===== config.mk =====
export PLATFORM = sky130hd
export DESIGN_NAME = gsbr_reporter
export DESIGN_NICKNAME = d
export VERILOG_FILES = /design/src/verilog/gsbr_pkg.sv /design/src/verilog/gsbr_reporter.sv /design/src/verilog/gsbr_sync.sv /design/src/verilog/gsbr_status_sel.sv
export SDC_FILE = /design/constraint.sdc
export NUM_CORES = 1
export LEC_CHECK = 0
export BUFFER_PORTS_ARGS = -buffer_cell sky130_fd_sc_hd__buf_2
export CAP_MARGIN = 10
export CORE_ASPECT_RATIO = 1.25
export CORE_MARGIN = 2
export CORE_UTILIZATION = 45
export CTS_BUF_LIST = sky130_fd_sc_hd__clkbuf_4 sky130_fd_sc_hd__clkbuf_8
export DETAILED_ROUTE_END_ITERATION = 16
export PLACE_DENSITY = 0.79
export RECOVER_POWER = 50
export SLEW_MARGIN = 10
export SYNTH_ARGS = -nofsm -noshare
export SYNTH_HDL_FRONTEND = slang
export SYNTH_SLANG_ARGS = --single-unit

===== constraint.sdc =====
create_clock -name mclk -period 1.4 [get_ports mclk]
set_input_delay 0.21 -clock mclk [delete_from_list [all_inputs] [get_ports mclk]]
set_output_delay 0.21 -clock mclk [all_outputs]
set_load 0.05 [all_outputs]

===== src/verilog/gsbr_pkg.sv =====
package gsbr_pkg;

   // ==========================================================
   // register offsets on the host port
   localparam logic [7:0] OFS_CTRL_A = 8'hB0;
   localparam logic [7:0] OFS_CTRL_B = 8'hB1;
   localparam logic [7:0] OFS_INFO_INT = 8'hB2;
   localparam logic [7:0] OFS_INFO_SYNC = 8'hB3;
   localparam logic [7:0] OFS_INFO_USR1 = 8'hB4;
   localparam logic [7:0] OFS_INFO_USR2 = 8'hB5;

   // ==========================================================
   // reset values and field layout
   localparam logic [7:0] RST_CTRL_A = 8'h00;
   localparam logic [7:0] RST_CTRL_B = 8'h00;
   localparam int CTRLA_EN_BIT = 0;
   localparam int CTRLA_LINE_LSB = 1;
   localparam int CTRLB_USR1_LSB = 0;
   localparam int CTRLB_USR2_LSB = 4;
   localparam int SEL_WIDTH = 3;
   localparam logic [7:0] CTRLA_MASK = 8'h0F;
   localparam logic [7:0] CTRLB_MASK = 8'h77;

   // ==========================================================
   // user status codes, 6 and 7 report nothing
   localparam logic [2:0] USR_BLUE_OR_AIS = 3'h0;
   localparam logic [2:0] USR_YEL_OR_RA = 3'h1;
   localparam logic [2:0] USR_LUP_OR_MFRA = 3'h2;
   localparam logic [2:0] USR_LDN_OR_V5 = 3'h3;
   localparam logic [2:0] USR_SIGNALING_CHANGE = 3'h4;
   localparam logic [2:0] USR_SLIP = 3'h5;

   // kind of group read, carried on the two shared select pins
   typedef enum logic [1:0] {INFO_INT, INFO_SYNC, INFO_USR1, INFO_USR2} gsbr_info_e;

   // ==========================================================
   // carriers
   typedef struct packed {
      logic csN;
      logic rdN;
      logic wrN;
      logic [7:0] addr;
      logic [7:0] data;
   } gsbr_host_s;

   typedef struct packed {
      logic blueAlarm;
      logic yellowAlarm;
      logic loopUpDetect;
      logic loopDownDetect;
      logic unframedAllOnes;
      logic remoteAlarm;
      logic multiframeRemoteAlarm;
      logic v5LinkIdDetect;
      logic signalingChange;
      logic elasticStoreSlip;
   } gsbr_alarm_s;

   localparam gsbr_host_s HOST_IDLE = '{csN: 1'b1, rdN: 1'b1, wrN: 1'b1,
                                       addr: 8'h00, data: 8'h00};

endpackage


===== src/verilog/gsbr_reporter.sv =====
// What this block does
// - up to eight members share one 8-bit host bus so one read returns a bit from each.
// - reading the interrupt info address on any enabled member returns every enabled member's interrupt.
// - bit 0 of control register A switches group participation on (1) or off (0).
// - bits 1 to 3 of control register A pick which data line n (0 to 7) this member drives.
// - the member drives its group bit only while an info register is being read.
// - bits 0 to 2 of control register B pick the first user status, T1 meanings.
// - in E1 mode those codes mean all-ones, remote, multiframe remote, V5 link, etc.
// - bits 4 to 6 of control register B pick the second user status, same mapping.
// - an interrupt info read makes each enabled member drive its interrupt status.
// - a sync info read makes each enabled member drive its loss-of-sync status.
// - a first user status read makes each enabled member drive its first selection.
// - a second user status read makes each enabled member drive its second selection.
// - members are joined by two shared select pins and one shared read pin.
`timescale 1ns/100ps
`default_nettype none

module gsbr_reporter (
   input wire logic mclk,
   input wire logic nrst,
   // host port pins
   input wire gsbr_pkg::gsbr_host_s hostPins,
   output logic [7:0] hostDataOut,
   output logic [7:0] hostDataOe,
   // shared open-drain group pins, pulled up outside
   input wire logic groupSelectLine0In,
   output logic groupSelectLine0Out,
   output logic groupSelectLine0Oe,
   input wire logic groupSelectLine1In,
   output logic groupSelectLine1Out,
   output logic groupSelectLine1Oe,
   input wire logic groupReadLineIn,
   output logic groupReadLineOut,
   output logic groupReadLineOe,
   // status from the framer, same clock
   input wire logic e1Mode,
   input wire logic memberInterruptBit,
   input wire logic memberSyncLossBit,
   input wire gsbr_pkg::gsbr_alarm_s alarms
);

   gsbr_pkg::gsbr_host_s hostS;
   logic [2:0] grpPinS;
   logic [7:0] ctrlA_q;
   logic [7:0] ctrlA_d;
   logic [7:0] ctrlB_q;
   logic [7:0] ctrlB_d;
   logic wrPrev_q;
   logic wrPrev_d;
   logic [7:0] dataOut_q;
   logic [7:0] dataOut_d;
   logic [7:0] dataOe_q;
   logic [7:0] dataOe_d;
   logic rdOe_q;
   logic rdOe_d;
   logic sel0Oe_q;
   logic sel0Oe_d;
   logic sel1Oe_q;
   logic sel1Oe_d;
   logic pinLow_q;
   logic hostRd;
   logic hostWr;
   logic wrStart;
   logic isInfo;
   logic [7:0] infoOfs;
   logic [1:0] infoIdx;
   logic grpEn;
   logic [2:0] lineSel;
   logic launch;
   logic grpActive;
   gsbr_pkg::gsbr_info_e kind;
   logic userOneBit;
   logic userTwoBit;
   logic statusBit;

   // ==========================================================
   // pin inputs
   // every pin passes two flops before any logic sees it
   gsbr_sync #(
      .WIDTH($bits(gsbr_pkg::gsbr_host_s)),
      .RST_VAL(gsbr_pkg::HOST_IDLE)
   ) u_host_sync (
      .mclk(mclk),
      .nrst(nrst),
      .din(hostPins),
      .dout(hostS)
   );

   // idle level of the pulled-up group pins is high
   gsbr_sync #(
      .WIDTH(3),
      .RST_VAL(3'h7)
   ) u_grp_sync (
      .mclk(mclk),
      .nrst(nrst),
      .din({groupReadLineIn, groupSelectLine1In, groupSelectLine0In}),
      .dout(grpPinS)
   );

   // ==========================================================
   // status selection
   gsbr_status_sel u_usr1_sel (
      .code(ctrlB_q[gsbr_pkg::CTRLB_USR1_LSB +: gsbr_pkg::SEL_WIDTH]),
      .e1Mode(e1Mode),
      .alarms(alarms),
      .statusBit(userOneBit)
   );

   // second user field shares the same mapping
   gsbr_status_sel u_usr2_sel (
      .code(ctrlB_q[gsbr_pkg::CTRLB_USR2_LSB +: gsbr_pkg::SEL_WIDTH]),
      .e1Mode(e1Mode),
      .alarms(alarms),
      .statusBit(userTwoBit)
   );

   // ==========================================================
   // host decode
   always_comb begin
      hostRd = !hostS.csN && !hostS.rdN;
      hostWr = !hostS.csN && !hostS.wrN;
      wrStart = hostWr && !wrPrev_q;
      infoOfs = hostS.addr - gsbr_pkg::OFS_INFO_INT;
      infoIdx = infoOfs[1:0];
      isInfo = (hostS.addr >= gsbr_pkg::OFS_INFO_INT) &&
               (hostS.addr <= gsbr_pkg::OFS_INFO_USR2);
      grpEn = ctrlA_q[gsbr_pkg::CTRLA_EN_BIT];
      lineSel = ctrlA_q[gsbr_pkg::CTRLA_LINE_LSB +: gsbr_pkg::SEL_WIDTH];
   end

   // ==========================================================
   // control registers
   // written once per write strobe; reserved bits are not stored
   always_comb begin
      ctrlA_d = ctrlA_q;
      ctrlB_d = ctrlB_q;
      wrPrev_d = hostWr;
      if (wrStart && hostS.addr == gsbr_pkg::OFS_CTRL_A) begin
         ctrlA_d = hostS.data & gsbr_pkg::CTRLA_MASK;
      end
      if (wrStart && hostS.addr == gsbr_pkg::OFS_CTRL_B) begin
         ctrlB_d = hostS.data & gsbr_pkg::CTRLB_MASK;
      end
      if (!nrst) begin
         ctrlA_d = gsbr_pkg::RST_CTRL_A;
         ctrlB_d = gsbr_pkg::RST_CTRL_B;
         wrPrev_d = 1'b0;
      end
   end

   always_ff @(posedge mclk) begin
      ctrlA_q <= ctrlA_d;
      ctrlB_q <= ctrlB_d;
      wrPrev_q <= wrPrev_d;
   end

   // ==========================================================
   // shared group pins
   // the addressed member pulls read low and encodes the kind on the
   // select pins; a low pin means a one so idle pull-ups read as zero
   always_comb begin
      launch = hostRd && isInfo && grpEn;
      rdOe_d = launch;
      sel0Oe_d = launch && infoIdx[0];
      sel1Oe_d = launch && infoIdx[1];
      if (!nrst) begin
         rdOe_d = 1'b0;
         sel0Oe_d = 1'b0;
         sel1Oe_d = 1'b0;
      end
   end

   always_ff @(posedge mclk) begin
      rdOe_q <= rdOe_d;
      sel0Oe_q <= sel0Oe_d;
      sel1Oe_q <= sel1Oe_d;
      pinLow_q <= 1'b0;
   end

   // ==========================================================
   // data line drive
   // every enabled member, the addressed one included, answers the
   // synchronised read pin, so all members switch in the same cycle
   always_comb begin
      grpActive = !grpPinS[2] && grpEn;
      kind = gsbr_pkg::gsbr_info_e'(~grpPinS[1:0]);
      unique case (kind)
         gsbr_pkg::INFO_INT: statusBit = memberInterruptBit;
         gsbr_pkg::INFO_SYNC: statusBit = memberSyncLossBit;
         gsbr_pkg::INFO_USR1: statusBit = userOneBit;
         gsbr_pkg::INFO_USR2: statusBit = userTwoBit;
      endcase
      dataOe_d = 8'h00;
      dataOut_d = 8'h00;
      // only a live group read opens a single line
      if (grpActive) begin
         dataOe_d = 8'h01 << lineSel;
         dataOut_d = statusBit ? dataOe_d : 8'h00;
      end else if (hostRd && hostS.addr == gsbr_pkg::OFS_CTRL_A) begin
         dataOe_d = 8'hFF;
         dataOut_d = ctrlA_q;
      end else if (hostRd && hostS.addr == gsbr_pkg::OFS_CTRL_B) begin
         dataOe_d = 8'hFF;
         dataOut_d = ctrlB_q;
      end else if (hostRd && isInfo && !grpEn) begin
         // a lone disabled member answers its info read with zeros
         dataOe_d = 8'hFF;
      end
      if (!nrst) begin
         dataOe_d = 8'h00;
         dataOut_d = 8'h00;
      end
   end

   always_ff @(posedge mclk) begin
      dataOe_q <= dataOe_d;
      dataOut_q <= dataOut_d;
   end

   assign hostDataOut = dataOut_q;
   assign hostDataOe = dataOe_q;
   assign groupReadLineOut = pinLow_q;
   assign groupReadLineOe = rdOe_q;
   assign groupSelectLine0Out = pinLow_q;
   assign groupSelectLine0Oe = sel0Oe_q;
   assign groupSelectLine1Out = pinLow_q;
   assign groupSelectLine1Oe = sel1Oe_q;
endmodule

`default_nettype wire


===== src/verilog/gsbr_sync.sv =====
`timescale 1ns/100ps
`default_nettype none

// two-stage synchroniser for pin inputs; stage one feeds stage two only
module gsbr_sync #(
   parameter int WIDTH = 1,
   parameter logic [WIDTH-1:0] RST_VAL = '0
) (
   input wire logic mclk,
   input wire logic nrst,
   input wire logic [WIDTH-1:0] din,
   output logic [WIDTH-1:0] dout
);

   logic [WIDTH-1:0] meta_q;
   logic [WIDTH-1:0] meta_d;
   logic [WIDTH-1:0] sync_q;
   logic [WIDTH-1:0] sync_d;

   // ==========================================================
   // next values
   always_comb begin
      meta_d = din;
      sync_d = meta_q;
      if (!nrst) begin
         meta_d = RST_VAL;
         sync_d = RST_VAL;
      end
   end

   always_ff @(posedge mclk) begin
      meta_q <= meta_d;
      sync_q <= sync_d;
   end

   assign dout = sync_q;

endmodule

`default_nettype wire


===== src/verilog/gsbr_status_sel.sv =====
`timescale 1ns/100ps
`default_nettype none

// picks one alarm by select code; framing mode changes the meaning
module gsbr_status_sel (
   input wire logic [2:0] code,
   input wire logic e1Mode,
   input wire gsbr_pkg::gsbr_alarm_s alarms,
   output logic statusBit
);

   // codes 6 and 7 are undefined and report a quiet zero
   always_comb begin
      unique case (code)
         gsbr_pkg::USR_BLUE_OR_AIS: statusBit = e1Mode ? alarms.unframedAllOnes
                                                       : alarms.blueAlarm;
         gsbr_pkg::USR_YEL_OR_RA: statusBit = e1Mode ? alarms.remoteAlarm
                                                     : alarms.yellowAlarm;
         gsbr_pkg::USR_LUP_OR_MFRA: statusBit = e1Mode ? alarms.multiframeRemoteAlarm
                                                       : alarms.loopUpDetect;
         gsbr_pkg::USR_LDN_OR_V5: statusBit = e1Mode ? alarms.v5LinkIdDetect
                                                     : alarms.loopDownDetect;
         gsbr_pkg::USR_SIGNALING_CHANGE: statusBit = alarms.signalingChange;
         gsbr_pkg::USR_SLIP: statusBit = alarms.elasticStoreSlip;
         3'h6: statusBit = 1'b0;
         3'h7: statusBit = 1'b0;
      endcase
   end

endmodule

`default_nettype wire


# == After elaboration in Yosys (flattened, before gate mapping) ==
# Cells that the tools add are included.
# totals
ff_bits,74
word_cells,76
# op_classes
n_addsub,1
order_cmp,2
n_eq_ne,19
shift,1
mux,15
n_bitwise,1
n_reduce_logical,25
# op_table
op,count
$mux 8,6
$eq 3x3->1 const B,8
$eq 8x8->1 const B,2
$logic_and 1x1->1,14
$mux 7,2
$pmux 1 s7,2
$eq 3x2->1 const B,4
$ge 8x8->1 const B,1
$le 8x8->1 const B,1
$shl 1x3->8 const A,1
$eq 3x1->1 const B,2
$logic_not 1->1,6
$logic_not 3->1,2
$eq 2x2->1 const B,2
$mux 1,4
$pmux 1 s4,1
$reduce_or 2->1,2
$eq 2x1->1 const B,1
$logic_not 2->1,1
$not 2->2,1
$sub 2x2->2 const B,1

# == Longest topological paths before layout ==
# logic_depth
depth_word,8
ltp_mapped,6

# == Cells and area by module ==
# A second synthesis with hierarchy kept.
# unflattened
hier_cells,241
area_unflattened_um2,2661.3
# modules_own_cells
module,instances,cells_each,area_per_inst_um2,seq_area_each_um2
gsbr_reporter,1,129,1280.0,600.6
gsbr_sync (u_host_sync),1,80,1033.5,760.7
gsbr_status_sel,2,10,95.1,0.0
gsbr_sync (u_grp_sync),1,12,157.7,120.1

# == Worst setup path before layout ==
# Ideal clock, no wire load.
# synth_timing
path_type,register to register
startpoint,register ctrlB_q[1]
endpoint,register dataOut_q[0] (netlist: hostDataOut[0])
arrival_time_ns,1.367
required_ns,1.325
slack_ns,-0.042
stages_incl_launch_ff,6
synth_period_minus_slack_ns,1.442
path_cell_list,dfxtp_1 > nor2b_1 > a22o_1 > a2111oi_4 > o22ai_4 > o22ai_1
# synth_via
elab_chain_len,6
# synth_rtl
element,line,text
"start, declared",gsbr_reporter.sv:46,logic [7:0] ctrlB_q;
"start signal, assigned",gsbr_reporter.sv:153,ctrlB_q <= ctrlB_d;
$eq 3x3->1,gsbr_status_sel.sv:14,unique case (code)
$reduce_or 2->1 (no source line),--,
$pmux 1 s7 *,gsbr_status_sel.sv:14,
$pmux 1 s4 *,gsbr_reporter.sv:187,unique case (kind)
$mux 8 *,gsbr_reporter.sv:198,dataOut_d = statusBit ? dataOe_d : 8'h00;
$mux 8 *,gsbr_reporter.sv:196,if (grpActive) begin
"end signal, assigned",gsbr_reporter.sv:217,dataOut_q <= dataOut_d;
"end, declared",gsbr_reporter.sv:50,logic [7:0] dataOut_q;
# Mark *: on every way between the ends. The rest lies on a longest branch, timed or not.
# A chain may end at the register's enable or synchronous reset.

# == Worst setup path after layout ==
# layout_timing
startpoint,register ctrlB_q[4]
endpoint,register dataOut_q[1] (netlist: hostDataOut[1])
# The elaborated chain is that of the path after synthesis.

==> out/results.ini <==
[run_status]
status=complete, but fails checks
violations=negative setup slack

[power]
ir_drop_mv=0.7634
p_per_area_mw_per_mm2=1186
leakage_uw=0.001407
p_total_uw=3656

[drt]
wirelength_um=4045
routedWlPerCell_um=11.05
drc=0
via_per_inst=4.566
initialDrtViolationCount=41
firstDrtPassIters=4
vias=1671
postRouteAntennaNets=0

[grt]
grt_overflow=0
grt_pass1_wl_um=6789
grt_max_degree=37
antenna_found_initial=0
grtUsageTotal_pct=14.13
grt_pass1_vias=1612

[critical_path]
setup.worst_path.start=ctrlB_q[4]
rrSetupSlack_ps=-50
crit_chain=mux4_2 -> nor2_1 -> nor4_4 -> o22ai_4 -> o22ai_1
ff2ff_path_depth=5
slowest_delay_ps=370
crit_end=hostDataOut[1]
r2r_end=hostDataOut[1]
critPathLaunchType=flip-flop
end_kind=flip-flop
cp_max_fo=8
slowest_stage=dfxtp_4
worst-setup-path-type=reg -> reg
r2r-start=ctrlB_q[4]
cp.buffers_inverters=0
critPathArrivalTime_ps=1650
crit_family=flip-flops
crit_required_ps=1600
crit_cells=5

[floorplan]
core_mm2=0.005405
die_y_um=87.40
design.portCount=59
dieArea_mm2=0.006180
start_util_pct=46.32
rows=30
die_w_um=70.72

[placement]
hpwl_um=3036
placedCellCount=351
numPortBuffers=54
place_congestion=0.8003

[finish]
stdcell_count=366
finalNetCount=335
antenna_cells=0
area.growth.synth_to_final_pct=23.09
drive_above_1_share_pct=31.13

[sta]
finalHoldViolations=0
final.setup.tns_ps=-258.1
max_slew_margin_pct=60.79
fin_skew_ps=6.640
fin_crit_sh_pct=103.7
max_freq_mhz=689.0
rsz0062_at_grt=true
finalHoldWorstSlack_ps=58.67
period_needed_ps=1451
tightest_slew_ps=588.2
setup_viol=8
maxSlewViolCount=0
layout_setup_ws_ps=-51.37

[synthesis]
synth.distinct_cells=39
syn_inst=229
ys_seq_elements=72
syn-cell-area_mm2=0.002504
ys_seq_area_share_pct=57.57
ys_warn_count=0
syn_avg_cell_area_um2=10.93
synth_edf_count=0
synth_flop_cell=dfxtp_1
async_flop_share_pct=0

[job]
cap_viol_max_count=0

[cts]
postCtsSetupBuffers=0
cts_buffer_depth=2
clock_latency_ps=330
cts-htree-levels=3
clkTransAtPathRegs_ps=70
cts_buffers=9
cts_sinks=72
tritoncts=yes
root_buffer=clkbuf_8

[hold_path]
hold_class=in -> reg

==> Yosys cell counts (2+ instances only) <==
cell | number | area (um^2)
dfxtp_1 | 72 | 1441
and2_1 | 31 | 193.9
mux2i_1 | 18 | 180.2
nand2_1 | 15 | 56.30
nand2b_1 | 14 | 87.58
nor2b_1 | 14 | 87.58
clkbuf_1 | 7 | 26.28
nand3_1 | 7 | 35.03
nor2_1 | 7 | 26.28
a21oi_1 | 3 | 15.01
buf_4 | 3 | 22.52
inv_1 | 3 | 11.26
nor3b_1 | 3 | 22.52
o21ai_1 | 3 | 15.01
o22ai_1 | 3 | 18.77
and3_1 | 2 | 12.51
mux4_2 | 2 | 45.04
==> final cells by class <==
class | instances | area (um^2)
inverter | 4 | 15.01
clock buffer | 11 | 138.9
sequential | 72 | 1448
fill | 498 | 2323
tap | 64 | 80.08
clock inverter | 4 | 22.52
multi-input combinational | 143 | 1006
timing repair buffer | 68 | 371.6
==> worst min path at each step <==
stage	start	endpoint	slack, ps	cells after the start
CTS	hostPins[16]	u_host_sync.meta_q[16]	50	2
detailed placement	u_grp_sync.meta_q[0]	u_grp_sync.dout[0]	390	1
floorplan	groupSelectLine0In	u_grp_sync.meta_q[0]	310	1
finish	hostPins[16]	u_host_sync.meta_q[16]	60	2
global placement	u_grp_sync.meta_q[1]	u_grp_sync.dout[1]	390	1
global route	hostPins[16]	u_host_sync.meta_q[16]	50	2
==> metal layers <==
metal	up-vias	track usage, %	wire [um]
met1	731	14.94	1704
met5	-	0	0
met2	41	24.38	2071
met3	7	5.440	195
met4	0	7.204	73
li1	892	-	-
==> layout by cell type, fill, tap and decap left out, types with 2 or more instances in the layout <==
cell      count
a21oi_1       3
o21ai_1       4
and2_0        4
clkbuf_8      9
conb_1        3
clkbuf_1      2
and3_1        2
nand2b_1     14
nor3b_1       3
nor2_1        7
buf_2        53
mux2i_1      18
dfxtp_2       2
clkbuf_4      2
and2_1       27
o22ai_1       3
nand3_1       7
clkinv_2      3
inv_1         3
nand2_1      15
nor2b_1      14
buf_4        11
dfxtp_1      69
mux4_2        2
==> stage by stage <==
| step | util, % | instance area, um^2 | setup WS, ps |
|---|---|---|---|
| 2_1_floorplan | - | 2516 | -18.59 |
| 3_3_place_gp | 53.70 | 2903 | -153.3 |
| 3_5_place_dp | 53.70 | 2903 | -242.6 |
| 4_1_cts | 56.81 | 3070 | -97.24 |
| 5_1_grt | 57.01 | 3082 | -118.2 |
| 6_report | 57.01 | 3082 | -51.37 |
==> report_power, final <==
part           leakage (uW)  internal, uW  switching [uW]  total [uW]
clock             0.0000858           663             667        1330
combinational      0.000730           108            97.6         206
sequential         0.000591          2100            18.5        2120
total               0.00141          2870             783        3660
==> worst register-to-register path, cell delays in order, from the launching register on <==
cell and delay, ps:
dfxtp_4 370, mux4_2 300, nor2_1 220, nor4_4 70
o22ai_4 240, o22ai_1 130
==> sequential cells by signal, indices dropped and copies added (netlist names), 3 cells and up <==
name / flops
u_host_sync.meta_q: 18
ctrlA_q: 4
u_grp_sync.meta_q: 3
u_host_sync.dout: 18
ctrlB_q: 6
hostDataOut: 8
hostDataOe: 8
u_grp_sync.dout: 3
==> cell families (layout without fill, tap and decap cells) <==
kind of cell    after synthesis  after routing  synth area share [%]
compound gates               17             17                 5.747
xor+xnor                      1              1                0.3499
buf+inv                      16             87                 3.198
flops                        72             72                 57.57
mux                          21             21                 9.445
other cells                   1              3                0.1498
simple gates                101            101                 23.54
==> what timing repair did <==
action | 4_1_cts | 5_1_grt
gates resized for setup | 4 | 4
setup endpoints to repair | 12 | 23
hold buffers | 0 | 0
pin swaps | 4 | 5
Power figures use the tool's default switching activity.
